### src/design/uart_ctl_pkg.sv
/*
 * Constants and carrier types for the UART control block.
 * Assumes one clock and a plain strobe register port.
 */
package uart_ctl_pkg;

    // Register port geometry
    localparam int ADDR_W = 4;
    localparam int DATA_W = 8;

    // Register offsets
    localparam logic [3:0] OFF_HOLDING   = 4'h0;  // Holding registers
    localparam logic [3:0] OFF_IRQ_EN    = 4'h1;  // irq_enable_reg
    localparam logic [3:0] OFF_IDENT     = 4'h2;  // Ident read, FIFO control write
    localparam logic [3:0] OFF_LINE_CTL  = 4'h3;  // line_control_reg
    localparam logic [3:0] OFF_MODEM_CTL = 4'h4;  // modem_control_reg
    localparam logic [3:0] OFF_LINE_STAT = 4'h5;  // line_status_reg
    localparam logic [3:0] OFF_MODEM_ST  = 4'h6;  // modem_status_reg
    localparam logic [3:0] OFF_DIV_LOW   = 4'h8;  // Divisor low byte
    localparam logic [3:0] OFF_DIV_HIGH  = 4'h9;  // divisor_high_byte
    localparam logic [3:0] OFF_ENH_FEAT  = 4'ha;  // enhanced_feature_reg
    localparam logic [3:0] OFF_FIFO_CTL  = 4'hb;  // fifo_control_reg readback

    // Interrupt identification codes
    localparam logic [5:0] ID_NONE      = 6'h01;
    localparam logic [5:0] ID_LINE_STAT = 6'h06;
    localparam logic [5:0] ID_RX_TMO    = 6'h0c;
    localparam logic [5:0] ID_RX_DATA   = 6'h04;
    localparam logic [5:0] ID_TX_EMPTY  = 6'h02;
    localparam logic [5:0] ID_MODEM     = 6'h00;
    localparam logic [5:0] ID_XOFF      = 6'h10;
    localparam logic [5:0] ID_FLOW_PIN  = 6'h20;

    // Field positions
    localparam int IE_RX_DATA = 0;
    localparam int IE_TX_EMPTY = 1;
    localparam int IE_LINE_STAT = 2;
    localparam int IE_MODEM = 3;
    localparam int IE_SLEEP = 4;
    localparam int IE_XOFF = 5;
    localparam int IE_FLOW_PIN = 7;
    localparam int FC_FIFO_EN = 0;
    localparam int FC_DMA_MODE = 3;
    localparam int LC_BREAK = 6;
    localparam int MC_PRESCALE = 7;
    localparam int EF_ENHANCED = 4;

    // Reset values
    localparam logic [7:0] LINE_CTL_RST = 8'h1d;

    // Timing
    localparam int PRESCALE_DIV = 4;        // Extra divide when selected
    localparam int OVERSAMPLE = 16;         // Baud ticks per bit
    localparam int IDLE_CHARS = 4;          // Idle length in characters
    localparam int BITS_PER_CHAR = 10;      // Start, eight data, stop
    localparam int IDLE_TICKS = IDLE_CHARS * BITS_PER_CHAR * OVERSAMPLE;
    localparam int MID_BIT = OVERSAMPLE / 2;

    // Register port request
    typedef struct packed {
        logic              wr;
        logic              rd;
        logic [ADDR_W-1:0] addr;
        logic [DATA_W-1:0] wdata;
    } reg_req_t;

    // Status from the data path
    typedef struct packed {
        logic rxCount;       // Receive data held
        logic rxTrigger;     // Receive trigger reached
        logic rxTimeout;     // Stale receive data
        logic rxOverrun;     // Overrun pulse
        logic headError;     // Head character errored
        logic [2:0] headFlags; // Head break, framing, parity
        logic anyError;      // Any stored character errored
        logic txEmpty;       // Transmit FIFO and shifter empty
        logic txHoldEmpty;   // Transmit holding empty
        logic txTrigger;     // Transmit trigger passed
        logic txSpaces;      // Trigger count of spaces free
        logic txFull;        // Transmit FIFO full
        logic xoffSeen;      // Xoff pulse
        logic xonSeen;       // Xon pulse
        logic specialSeen;   // Special character pulse
        logic [3:0] modemDelta; // Modem change bits
    } dp_status_t;

endpackage : uart_ctl_pkg

### src/design/uart_irq_dma_sleep_baud.sv
/*
 * UART channel control: interrupt priority, DMA requests, sleep,
 * receive idle, break and the 16x baud tick.
 * Assumes FIFOs outside reporting via dp_status_t, inputs synchronous.
 */
// Design decisions made here: the plain strobed port and the register offsets.
`timescale 1ns/1ps
`default_nettype none

// Overview of operation
// - Enabled sources raise irq and code
// - Line errors highest, cleared by reads
// - Stale receive data gives time-out
// - Receive data or trigger interrupt
// - Transmit empty; ident read or holding write clears
// - Xoff/special; Xon or status read clears
// - Flow pin goes inactive; ident read clears
// - Error bit while errors remain
// - Head flags follow head, zero empty
// - Irq mode when low enables nonzero
// - Bit picks single or block DMA
// - Single mode requests track empty/held
// - Block transmit request by free space
// - Block receive request by trigger, timeout
// - Sleep needs both enables
// - Sleep only when idle, empty, quiet
// - Sleep stops clocks; activity wakes
// - Idle after four high characters
// - Break bit forces line low
// - 16-bit divisor makes 16x tick
// - Divide-by-4 prescaler, off at reset
// - Zero divisor gives no tick
// - Reset: ident 01, enables clear
module uart_irq_dma_sleep_baud #(
    parameter int IDLE_LIMIT = uart_ctl_pkg::IDLE_TICKS  // Baud ticks of high line
) (
    // Clock and reset
    input  wire logic                    clk,
    input  wire logic                    rst_n,
    // Register port
    input  wire uart_ctl_pkg::reg_req_t  regReq,
    output logic [uart_ctl_pkg::DATA_W-1:0] regRdata,
    // Data path status and serial lines
    input  wire uart_ctl_pkg::dp_status_t dpStat,
    input  wire logic                    rxLine,
    input  wire logic                    txSerial,
    input  wire logic [3:0]              modemPins,
    input  wire logic                    rtsPin,
    input  wire logic                    ctsPin,
    // Outputs to pins and data path
    output logic                         txLine,
    output logic                         irqOut,
    output logic                         tx_dma_request_n,
    output logic                         rx_dma_request_n,
    output logic                         baudTick,
    output logic                         sleeping,
    output logic                         rxSample,
    output logic                         rxIdle
);
    import uart_ctl_pkg::*;

    // Software registers
    logic [7:0]  irqEnable_q; // irq_enable_reg
    logic [7:0]  fifoCtl_q; // fifo_control_reg
    logic [7:0]  lineCtl_q; // line_control_reg
    logic [7:0]  modemCtl_q; // modem_control_reg
    logic [7:0]  enhFeat_q; // enhanced_feature_reg
    logic [15:0] divisor_q; // Divisor, not reset
    // Interrupt pending flags
    logic        overrun_q; // Overrun latch
    logic        txIrq_q; // Transmit interrupt latch
    logic        xoffIrq_q; // Xoff cause
    logic        specIrq_q; // Special character cause
    logic        flowIrq_q; // Flow pin went inactive
    logic        rtsPrev_q; // Previous flow pin levels
    logic        ctsPrev_q;
    logic        txHoldPrev_q; // For empty edge detection
    logic [5:0]  ident; // Current identification code
    // Baud and idle state
    logic [1:0]  preCnt_q; // Prescaler counter
    logic [15:0] divCnt_q; // Divisor counter
    logic [15:0] idleCnt_q; // High line tick counter
    logic [3:0]  phase_q; // Tick phase within a bit
    logic        rxPrev_q; // Previous receive line
    logic [3:0]  modemPrev_q; // Previous modem pins

    // Decoded accesses
    logic identRd, statRd, holdRd, holdWr;
    assign identRd = regReq.rd && regReq.addr == OFF_IDENT;
    assign statRd  = regReq.rd && regReq.addr == OFF_LINE_STAT;
    assign holdRd  = regReq.rd && regReq.addr == OFF_HOLDING;
    assign holdWr  = regReq.wr && regReq.addr == OFF_HOLDING;

    // Divisor bytes; kept through reset on purpose
    always_ff @(posedge clk) begin
        if (regReq.wr && regReq.addr == OFF_DIV_LOW) begin
            divisor_q[7:0] <= regReq.wdata;
        end
        if (regReq.wr && regReq.addr == OFF_DIV_HIGH) begin
            divisor_q[15:8] <= regReq.wdata;
        end
    end

    // Control registers
    always_ff @(posedge clk) begin
        if (!rst_n) begin
            irqEnable_q <= 8'h00;
            fifoCtl_q   <= 8'h00;
            lineCtl_q   <= LINE_CTL_RST;
            modemCtl_q  <= 8'h00;
            enhFeat_q   <= 8'h00;
        end else if (regReq.wr) begin
            case (regReq.addr)
                OFF_IRQ_EN:    irqEnable_q <= regReq.wdata;
                OFF_IDENT:     fifoCtl_q   <= regReq.wdata;
                OFF_LINE_CTL:  lineCtl_q   <= regReq.wdata;
                OFF_MODEM_CTL: begin
                    // Prescaler bit locked unless enhanced on
                    modemCtl_q[6:0] <= regReq.wdata[6:0];
                    if (enhFeat_q[EF_ENHANCED]) begin
                        modemCtl_q[MC_PRESCALE] <= regReq.wdata[MC_PRESCALE];
                    end
                end
                OFF_ENH_FEAT:  enhFeat_q   <= regReq.wdata;
                default: ;
            endcase
        end
    end

    // Overrun latch; a new overrun beats the clearing read
    always_ff @(posedge clk) begin
        if (!rst_n) begin
            overrun_q <= 1'b0;
        end else if (dpStat.rxOverrun) begin
            overrun_q <= 1'b1;
        end else if (statRd) begin
            overrun_q <= 1'b0;
        end
    end

    // Transmit interrupt latch
    always_ff @(posedge clk) begin
        if (!rst_n) begin
            txIrq_q      <= 1'b0;
            txHoldPrev_q <= 1'b1;
        end else begin
            txHoldPrev_q <= dpStat.txHoldEmpty;
            if ((fifoCtl_q[FC_FIFO_EN] ? dpStat.txTrigger
                                       : (dpStat.txHoldEmpty && !txHoldPrev_q))) begin
                txIrq_q <= 1'b1;
            end else if (identRd || holdWr) begin
                txIrq_q <= 1'b0;
            end
        end
    end

    // Xoff and special character interrupts
    always_ff @(posedge clk) begin
        if (!rst_n) begin
            xoffIrq_q <= 1'b0;
            specIrq_q <= 1'b0;
        end else begin
            if (dpStat.xoffSeen) begin
                xoffIrq_q <= 1'b1;
            end else if (dpStat.xonSeen) begin
                xoffIrq_q <= 1'b0;
            end
            if (dpStat.specialSeen) begin
                specIrq_q <= 1'b1;
            end else if (statRd) begin
                specIrq_q <= 1'b0;
            end
        end
    end

    // Flow pin change from active low to inactive high
    always_ff @(posedge clk) begin
        if (!rst_n) begin
            flowIrq_q <= 1'b0;
            rtsPrev_q <= 1'b1;
            ctsPrev_q <= 1'b1;
        end else begin
            rtsPrev_q <= rtsPin;
            ctsPrev_q <= ctsPin;
            // rising pin sets, ident read clears
            if ((rtsPin && !rtsPrev_q) || (ctsPin && !ctsPrev_q)) begin
                flowIrq_q <= 1'b1;
            end else if (identRd) begin
                flowIrq_q <= 1'b0;
            end
        end
    end

    // Priority encoder over enabled sources
    always_comb begin
        ident = ID_NONE;
        if (irqEnable_q[IE_LINE_STAT] && (overrun_q || dpStat.anyError)) begin
            ident = ID_LINE_STAT;
        end else if (irqEnable_q[IE_RX_DATA] && dpStat.rxTimeout) begin
            ident = ID_RX_TMO;
        end else if (irqEnable_q[IE_RX_DATA] &&
                     (fifoCtl_q[FC_FIFO_EN] ? dpStat.rxTrigger : dpStat.rxCount)) begin
            ident = ID_RX_DATA;
        end else if (irqEnable_q[IE_TX_EMPTY] && txIrq_q) begin
            ident = ID_TX_EMPTY;
        end else if (irqEnable_q[IE_MODEM] && |dpStat.modemDelta) begin
            ident = ID_MODEM;
        end else if (irqEnable_q[IE_XOFF] && (xoffIrq_q || specIrq_q)) begin
            ident = ID_XOFF;
        end else if (irqEnable_q[IE_FLOW_PIN] && flowIrq_q) begin
            ident = ID_FLOW_PIN;
        end
    end

    // Registered interrupt output
    always_ff @(posedge clk) begin
        if (!rst_n) begin
            irqOut <= 1'b0;
        end else begin
            // irq high whenever the ident code is not ID_NONE
            irqOut <= (ident != ID_NONE);
        end
    end

    // DMA requests, active low
    always_ff @(posedge clk) begin
        if (!rst_n) begin
            tx_dma_request_n <= 1'b0;
            rx_dma_request_n <= 1'b1;
        end else if (!fifoCtl_q[FC_FIFO_EN] || !fifoCtl_q[FC_DMA_MODE]) begin
            tx_dma_request_n <= !dpStat.txHoldEmpty;
            rx_dma_request_n <= !dpStat.rxCount;
        end else begin
            if (dpStat.txFull) begin
                tx_dma_request_n <= 1'b1;
            end else if (dpStat.txSpaces) begin
                tx_dma_request_n <= 1'b0;
            end
            if (!dpStat.rxCount || dpStat.anyError) begin
                rx_dma_request_n <= 1'b1;
            end else if (dpStat.rxTrigger || dpStat.rxTimeout) begin
                rx_dma_request_n <= 1'b0;
            end
        end
    end

    // Sleep decision and wake
    logic sleepOk, wake;
    assign sleepOk = enhFeat_q[EF_ENHANCED] && irqEnable_q[IE_SLEEP] && rxIdle &&
                     dpStat.txEmpty && !dpStat.rxCount &&
                     (ident == ID_NONE || ident == ID_TX_EMPTY || ident == ID_RX_TMO);
    assign wake = (rxLine != rxPrev_q) || (modemPins != modemPrev_q) || holdWr;

    always_ff @(posedge clk) begin
        if (!rst_n) begin
            sleeping    <= 1'b0;
            rxPrev_q    <= 1'b1;
            modemPrev_q <= 4'h0;
        end else begin
            rxPrev_q    <= rxLine;
            modemPrev_q <= modemPins;
            if (wake || !sleepOk) begin
                sleeping <= 1'b0;
            end else begin
                sleeping <= 1'b1;
            end
        end
    end

    // Baud tick: prescaler then divisor, halted asleep
    logic preEn;
    assign preEn = !modemCtl_q[MC_PRESCALE] || preCnt_q == 2'(PRESCALE_DIV - 1);

    always_ff @(posedge clk) begin
        if (!rst_n) begin
            preCnt_q <= 2'h0;
            divCnt_q <= 16'h0001;
            baudTick <= 1'b0;
        end else if (sleeping || divisor_q == 16'h0000) begin
            baudTick <= 1'b0;
            divCnt_q <= 16'h0001;
        end else begin
            preCnt_q <= preEn ? 2'h0 : preCnt_q + 2'h1;
            baudTick <= 1'b0;
            if (preEn) begin
                if (divCnt_q >= divisor_q) begin
                    divCnt_q <= 16'h0001;
                    baudTick <= 1'b1;
                end else begin
                    divCnt_q <= divCnt_q + 16'h0001;
                end
            end
        end
    end

    // Receive idle and bit midpoint sampling
    always_ff @(posedge clk) begin
        if (!rst_n) begin
            idleCnt_q <= 16'h0000;
            rxIdle    <= 1'b0;
            phase_q   <= 4'h0;
            rxSample  <= 1'b0;
        end else begin
            rxSample <= 1'b0;
            if (!rxLine) begin
                idleCnt_q <= 16'h0000;
                rxIdle    <= 1'b0;
                if (rxPrev_q) begin
                    phase_q <= 4'h0;
                end
            end else if (baudTick) begin
                if (idleCnt_q >= 16'(IDLE_LIMIT)) begin
                    rxIdle <= 1'b1;
                end else begin
                    idleCnt_q <= idleCnt_q + 16'h0001;
                end
            end
            if (baudTick) begin
                phase_q <= phase_q + 4'h1;
                rxSample <= (phase_q == 4'(MID_BIT - 1));
            end
        end
    end

    // Transmit line with break override
    always_ff @(posedge clk) begin
        if (!rst_n) begin
            txLine <= 1'b1;
        end else begin
            txLine <= lineCtl_q[LC_BREAK] ? 1'b0 : txSerial;
        end
    end

    // Read data one cycle after the read strobe
    always_ff @(posedge clk) begin
        if (!rst_n) begin
            regRdata <= 8'h00;
        end else if (regReq.rd) begin
            case (regReq.addr)
                OFF_IRQ_EN:    regRdata <= irqEnable_q;
                OFF_IDENT:     regRdata <= {fifoCtl_q[FC_FIFO_EN], fifoCtl_q[FC_FIFO_EN], ident};
                OFF_LINE_CTL:  regRdata <= lineCtl_q;
                OFF_MODEM_CTL: regRdata <= modemCtl_q;
                // aggregate error; head flags zero when empty
                OFF_LINE_STAT: regRdata <= {dpStat.anyError, dpStat.txEmpty,
                                            dpStat.txHoldEmpty,
                                            dpStat.rxCount ? dpStat.headFlags : 3'h0,
                                            overrun_q, dpStat.rxCount};
                OFF_MODEM_ST:  regRdata <= {modemPins, dpStat.modemDelta};
                OFF_DIV_LOW:   regRdata <= divisor_q[7:0];
                OFF_DIV_HIGH:  regRdata <= divisor_q[15:8];
                OFF_ENH_FEAT:  regRdata <= enhFeat_q;
                OFF_FIFO_CTL:  regRdata <= fifoCtl_q;
                default:       regRdata <= 8'h00;
            endcase
        end else begin
            regRdata <= 8'h00;
        end
    end

endmodule // uart_irq_dma_sleep_baud

`default_nettype wire

### config.mk
export PLATFORM = sky130hd
export DESIGN_NAME = uart_irq_dma_sleep_baud
export DESIGN_NICKNAME = d
export VERILOG_FILES = /design/src/design/uart_ctl_pkg.sv /design/src/design/uart_irq_dma_sleep_baud.sv
export SDC_FILE = /design/constraint.sdc
export NUM_CORES = 1
export LEC_CHECK = 0
export BUFFER_PORTS_ARGS = -buffer_cell sky130_fd_sc_hd__buf_2
export CELL_PAD_IN_SITES_DETAIL_PLACEMENT = 1
export CELL_PAD_IN_SITES_GLOBAL_PLACEMENT = 2
export CORE_MARGIN = 8
export CORE_UTILIZATION = 42
export CTS_BUF_LIST = sky130_fd_sc_hd__clkbuf_8
export CTS_CLUSTER_SIZE = 8
export DETAILED_ROUTE_END_ITERATION = 8
export GPL_TIMING_DRIVEN = 0
export PLACE_DENSITY = 0.85
export SYNTH_ARGS = -nofsm -noshare
export SYNTH_HDL_FRONTEND = slang
export SYNTH_SLANG_ARGS = --single-unit
### constraint.sdc
create_clock -name clk -period 5.6 [get_ports clk]
set_input_delay 0.56 -clock clk [delete_from_list [all_inputs] [get_ports clk]]
set_output_delay 0.56 -clock clk [all_outputs]
set_load 0.005 [all_outputs]
======== Word level (Yosys, flattened, before mapping) ========
Cells that the tools add are included.
storage, ports and cells
  word-level logic and storage cells ...... 161
  bits in writable memories ............... 0
  bits of input ports ..................... 45
  memories ................................ 0
  output and inout bits ................... 16
  register bits after elaboration ......... 123
  memory bits (read-only) ................. 0
  bits in latches ......................... 0
operators by class
  mux-type cells .......................... 34
  multipliers ............................. 0
  add/sub/neg operators ................... 4
  div/mod/pow operators ................... 0
  magnitude comparators ................... 2
  equality and inequality tests ........... 19
  reduce and logical (&&, ||, !) cells .... 68
  shifts and indexed selects .............. 0
  bitwise gates (word level) .............. 3
operators with widths
  cell                                                                      number
  8-bit case mux with 10 select lines                                       1
  6-bit 2-to-1 mux                                                          7
  16-bit by 1-bit adder with 16-bit output (second input constant)          2
  2-bit AND reduction                                                       11
  1-bit logical AND                                                         20
  1-bit 2-to-1 mux                                                          20
  4-bit by 3-bit == test with 1-bit output (second input constant)          4
  4-bit == test (second input constant)                                     4
  16-bit by 10-bit >= comparator with 1-bit output (second input constant)  1
  16-bit >= comparator                                                      1
  16-bit logical NOT                                                        1
  16-bit 2-to-1 mux                                                         1
  1-bit logical OR                                                          14
  4-bit 2-to-1 mux                                                          3
  2-bit nonzero test                                                        6
  1-bit logical NOT                                                         9
  4-bit by 2-bit == test with 1-bit output (second input constant)          2
  6-bit by 1-bit == test with 1-bit output (second input constant)          1
  6-bit by 2-bit == test with 1-bit output (second input constant)          1
  6-bit by 4-bit == test with 1-bit output (second input constant)          1
  6-bit by 1-bit inequality test with 1-bit output (second input constant)  1
  3-bit nonzero test                                                        2
  4-bit by 1-bit adder with 4-bit output (second input constant)            1
  4-bit by 1-bit == test with 1-bit output (second input constant)          1
  other kinds (13)                                                          15

======== Depth between registers and ports, before layout ========
  depth after elaboration ................. 15
  depth in mapped cells ................... 8
  depth with buffers taken out ............ 7

======== Least setup slack after synthesis ========
Ideal clock, no wire load.
  path kind ............................... register to register
  start point ............................. register divisor_q[15]
  end point ............................... register divCnt_q[10]
  stages on the path, launching flop included .. 9
  arrival ................................. 1.970 ns
  path buffers ............................ 1
  library setup time ...................... 0.119 ns
  required time ........................... 5.481 ns
  period minus slack after synthesis ...... 2.089 ns
  setup slack ............................. 3.511 ns
  cells stage by stage .................... edfxtp_1 inv_1 ha_1 nand4_2 nor3_2 or4b_4 a31oi_4 buf_6 nor3b_2
on the way
  word-level cells in the longest chain between the ends .. 3
  elaborated cells between the ends (all ways) .. 5
  those cells by class .................... order compare: 1; mux: 1; reduce/logical: 3
ends and longest elaborated chain
  what                                                          line                            source
  start: declaration                                            uart_irq_dma_sleep_baud.sv:68   logic [15:0] divisor_q;
  start signal: assignment                                      uart_irq_dma_sleep_baud.sv:100  divisor_q[15:8] <= regReq.wdata;
  branches (longest 3 deep; another with 16-bit >= comparator)  n/a
  end signal: assignment                                        uart_irq_dma_sleep_baud.sv:290  divCnt_q <= divCnt_q + 16'h0001;
  end: declaration                                              uart_irq_dma_sleep_baud.sv:81   logic [15:0] divCnt_q;
Several ways; the timed one is not identified.
A chain may end at the register's enable or synchronous reset.

======== Worst setup path in the final report ========
  start point ............................. register divisor_q[15]
  end point ............................... register divCnt_q[14]
The elaborated chain is that of the path after synthesis.

==> results.cfg <==
[grt]
first_global_vias = 5456
grtUsageMet2_pct = 36.2
busiest_layer = met2
overflow = 0
grtUsageMet1_pct = 25.7
antenna_found_initial = 0
grt_pass1_wl_mm = 30.2
grt.met3_usage_pct = 5.43
grt_max_degree = 17
grt_usage_pct = 21.6

[power_and_ir_drop]
max-vdd-ir-drop_v = 0.000190
power.density_nw_per_um2 = 267
leakage_nw = 2.79
power.share.combinational_pct = 8.0
internal-power_mw = 1.40
sequentialPowerShare_pct = 49.8
power.switching_mw = 0.449
clockPowerShare_pct = 42.2
p_sw_share_pct = 24.2

[cells_and_area]
postLayoutCellArea_um2 = 6940
antenna_cells = 0
drive_above_1_share_pct = 15.4
syn2layout_area_growth_pct = 15.0
layout_common_cells = 107 x dfxtp_1, 63 x buf_2, 45 x nand2_1
final_common_cell = dfxtp_1
n_fill_cell = 1669
fin_nets = 782

[setup_path]
rr_worst_depth = 8
r2r_end = divCnt_q[14]
endpoint_kind = flop
required_ns = 5.92
r2r_slack_ns = 3.18
cp-start-kind = flop
critPathKind = flop to flop
timing.rr.start = divisor_q[15]
cp_max_fo = 10
cp.arrival_ns = 2.74

[detailed_routing]
firstDrtPassIters = 4
viasPerCell = 5.60
ant_nets = 0
wirelength_mm = 19.2
wire_per_inst_um = 21.0
drt_iter0_drc = 204
drc = 0
vias = 5107

[outcome]
status = completed

[timing]
whs_ns = 0.329
finalHoldViolations = 0
setup_violations = 0
worst_slew_pin_slew_ns = 0.814
relSlewSlack_pct = 45.5
finalCritPeriodShare_pct = 43.2
rsz0062_at_grt = no
fin_skew_ns = 0.0102
setup_tns_ns = 0
slew_violations = 0
fmax_mhz = 414
finalCriticalPeriod_ns = 2.42

[synth]
synth-edff-count = 16
synth-async-reset-ratio_pct = 0
yosysTopAreaCellShare_pct = 35.5
syn_area_per_cell_um2 = 9.44
ys.flop_type = dfxtp_1
synth_area_leader_cell = dfxtp_1
synthTopCellsByArea = dfxtp_1 35%, edfxtp_1 8.0%, mux2i_1 7.1%, ha_1 4.4%, nor2b_1 4.4%
yosysUniqueCellTypes = 61
yosysWarnings = 0
ys_seq_area_share_pct = 43.5
synth_area_um2 = 6030
synthesis.nets = 705
synthCells = 639
synth_seq_cells = 123

[floorplanning]
die-area_um2 = 18500
pin_count = 61
num_rows = 44
die_y_um = 136
die_width_um = 136
core_um2 = 14300
initial_core_util_pct = 42.3

[clock_network]
cts_setup_buffers = 0
numClockSinks = 123
cts_tree = built
htree_levels = 4
clockRootBuffer = clkbuf_8
holdBufCountCts = 0
path_clk_slew_ns = 0.07
ctsLongestPathBuffers = 2
cts_made_buffers = 17
clock_latency_ns = 0.44
ctsResizeCount = 0

[placement]
post_dp_cell_area_um2 = 6560
io_buffers = 58
place_congestion = 0.970
dp_hpwl_mm = 14.6

[hold_path]
hold_depth = 2
hold_path_end = rtsPrev_q
worst_hold_startpoint = rtsPin
worst_hold_path_type = primary input to flop

[flow_run]
cap_violations = 0
[layout make-up]
| cell class | count | area [um2] | share of cell area (%) |
|---|---|---|---|
| tap | 184 | 230 | 3.32 |
| timing repair buffer | 58 | 290 | 4.18 |
| clock buffer | 18 | 248 | 3.57 |
| sequential | 123 | 2620 | 37.8 |
| inverter | 33 | 124 | 1.78 |
| buffer | 32 | 134 | 1.93 |
| multi-input combinational | 451 | 3150 | 45.4 |
| clock inverter | 13 | 139 | 2.00 |
[worst max-delay path, cell delays in order, from the launching register on]
cell	delay, ns
edfxtp_1	0.41
inv_1	0.06
ha_1	0.35
nand4_2	0.15
nor3_2	0.25
or4b_4	0.52
a31oi_4	0.28
buf_6	0.21
nor3b_2	0.06
[worst max path at each step]
| stage | startpoint | end | slack (ns) | depth (start not counted) |
|---|---|---|---|---|
| after floorplan | divisor_q[15] | divCnt_q[10] | 3.51 | 8 |
| after global placement | regReq[9] | modemCtl_q[3] | 2.90 | 6 |
| after detailed placement | regReq[9] | modemCtl_q[1] | 2.89 | 6 |
| after CTS | divisor_q[15] | divCnt_q[14] | 3.18 | 8 |
| after global routing | divisor_q[15] | divCnt_q[13] | 3.09 | 8 |
| final | divisor_q[15] | divCnt_q[14] | 3.18 | 8 |
[Yosys cell counts, drive strengths merged, types with 3 or more instances]
cell type / count
inv: 33
a21o: 3
ha: 21
xnor2: 17
a31oi: 12
mux2: 6
xor2: 6
o21ai: 19
or3: 5
edfxtp: 16
nor4: 9
a21boi: 10
clkbuf: 24
nand2b: 9
nand3: 27
nor3b: 17
buf: 8
nand2: 45
nor2: 34
o21a: 5
dfxtp: 107
a32o: 4
nand4: 13
nor3: 12
a21oi: 23
o22ai: 3
mux2i: 43
and3: 15
a22oi: 6
and2: 12
nor2b: 42
a32oi: 9
[registers in the layout (all words and copies together), names as in the netlist, 2 cells and up]
register / count
divCnt_q: 16
preCnt_q: 2
fifoCtl_q: 8
phase_q: 4
regRdata: 8
modemCtl_q: 8
lineCtl_q: 8
enhFeat_q: 8
modemPrev_q: 4
irqEnable_q: 8
divisor_q: 16
idleCnt_q: 16
[stage by stage]
stage / std cells / utilization [%] / setup WS [ns] / power, mW
2_1_floorplan: 639 / - / 3.51 / 1.02
3_3_place_gp: 881 / 46.0 / 2.90 / 1.09
3_5_place_dp: 881 / 46.0 / 2.89 / 1.09
4_1_cts: 912 / 48.7 / 3.18 / 1.86
5_1_grt: 912 / 48.7 / 3.09 / 1.92
6_report: 912 / 48.7 / 3.18 / 1.85
[kinds of logic (layout without fill, tap and decap cells)]
logic type,Yosys count,count (layout),synth area share [%]
adder cells (fa/ha/maj),21,21,4.35
flip-flops,123,123,43.5
XOR/XNOR,23,23,3.34
buffers and inverters,65,154,4.27
multiplexers,49,49,8.25
AND/OR/NAND/NOR,249,249,23.5
AO/OA/AOI/OAI,109,109,12.8
[per-layer routing]
layer	up-vias	wire, um
met3	37	882
met2	130	9320
met1	2502	8410
met5	-	0
li1	2438	-
met4	0	539
[power by group through the flow]
stage / sequential (mW) / combinational (mW) / clock, mW
5_1_grt: 0.924 / 0.160 / 0.836
2_1_floorplan: 0.938 / 0.0814 / 0
3_3_place_gp: 0.942 / 0.144 / 0
3_5_place_dp: 0.943 / 0.147 / 0
6_report: 0.923 / 0.148 / 0.782
4_1_cts: 0.923 / 0.148 / 0.794
(Power assumes the default switching activity.)
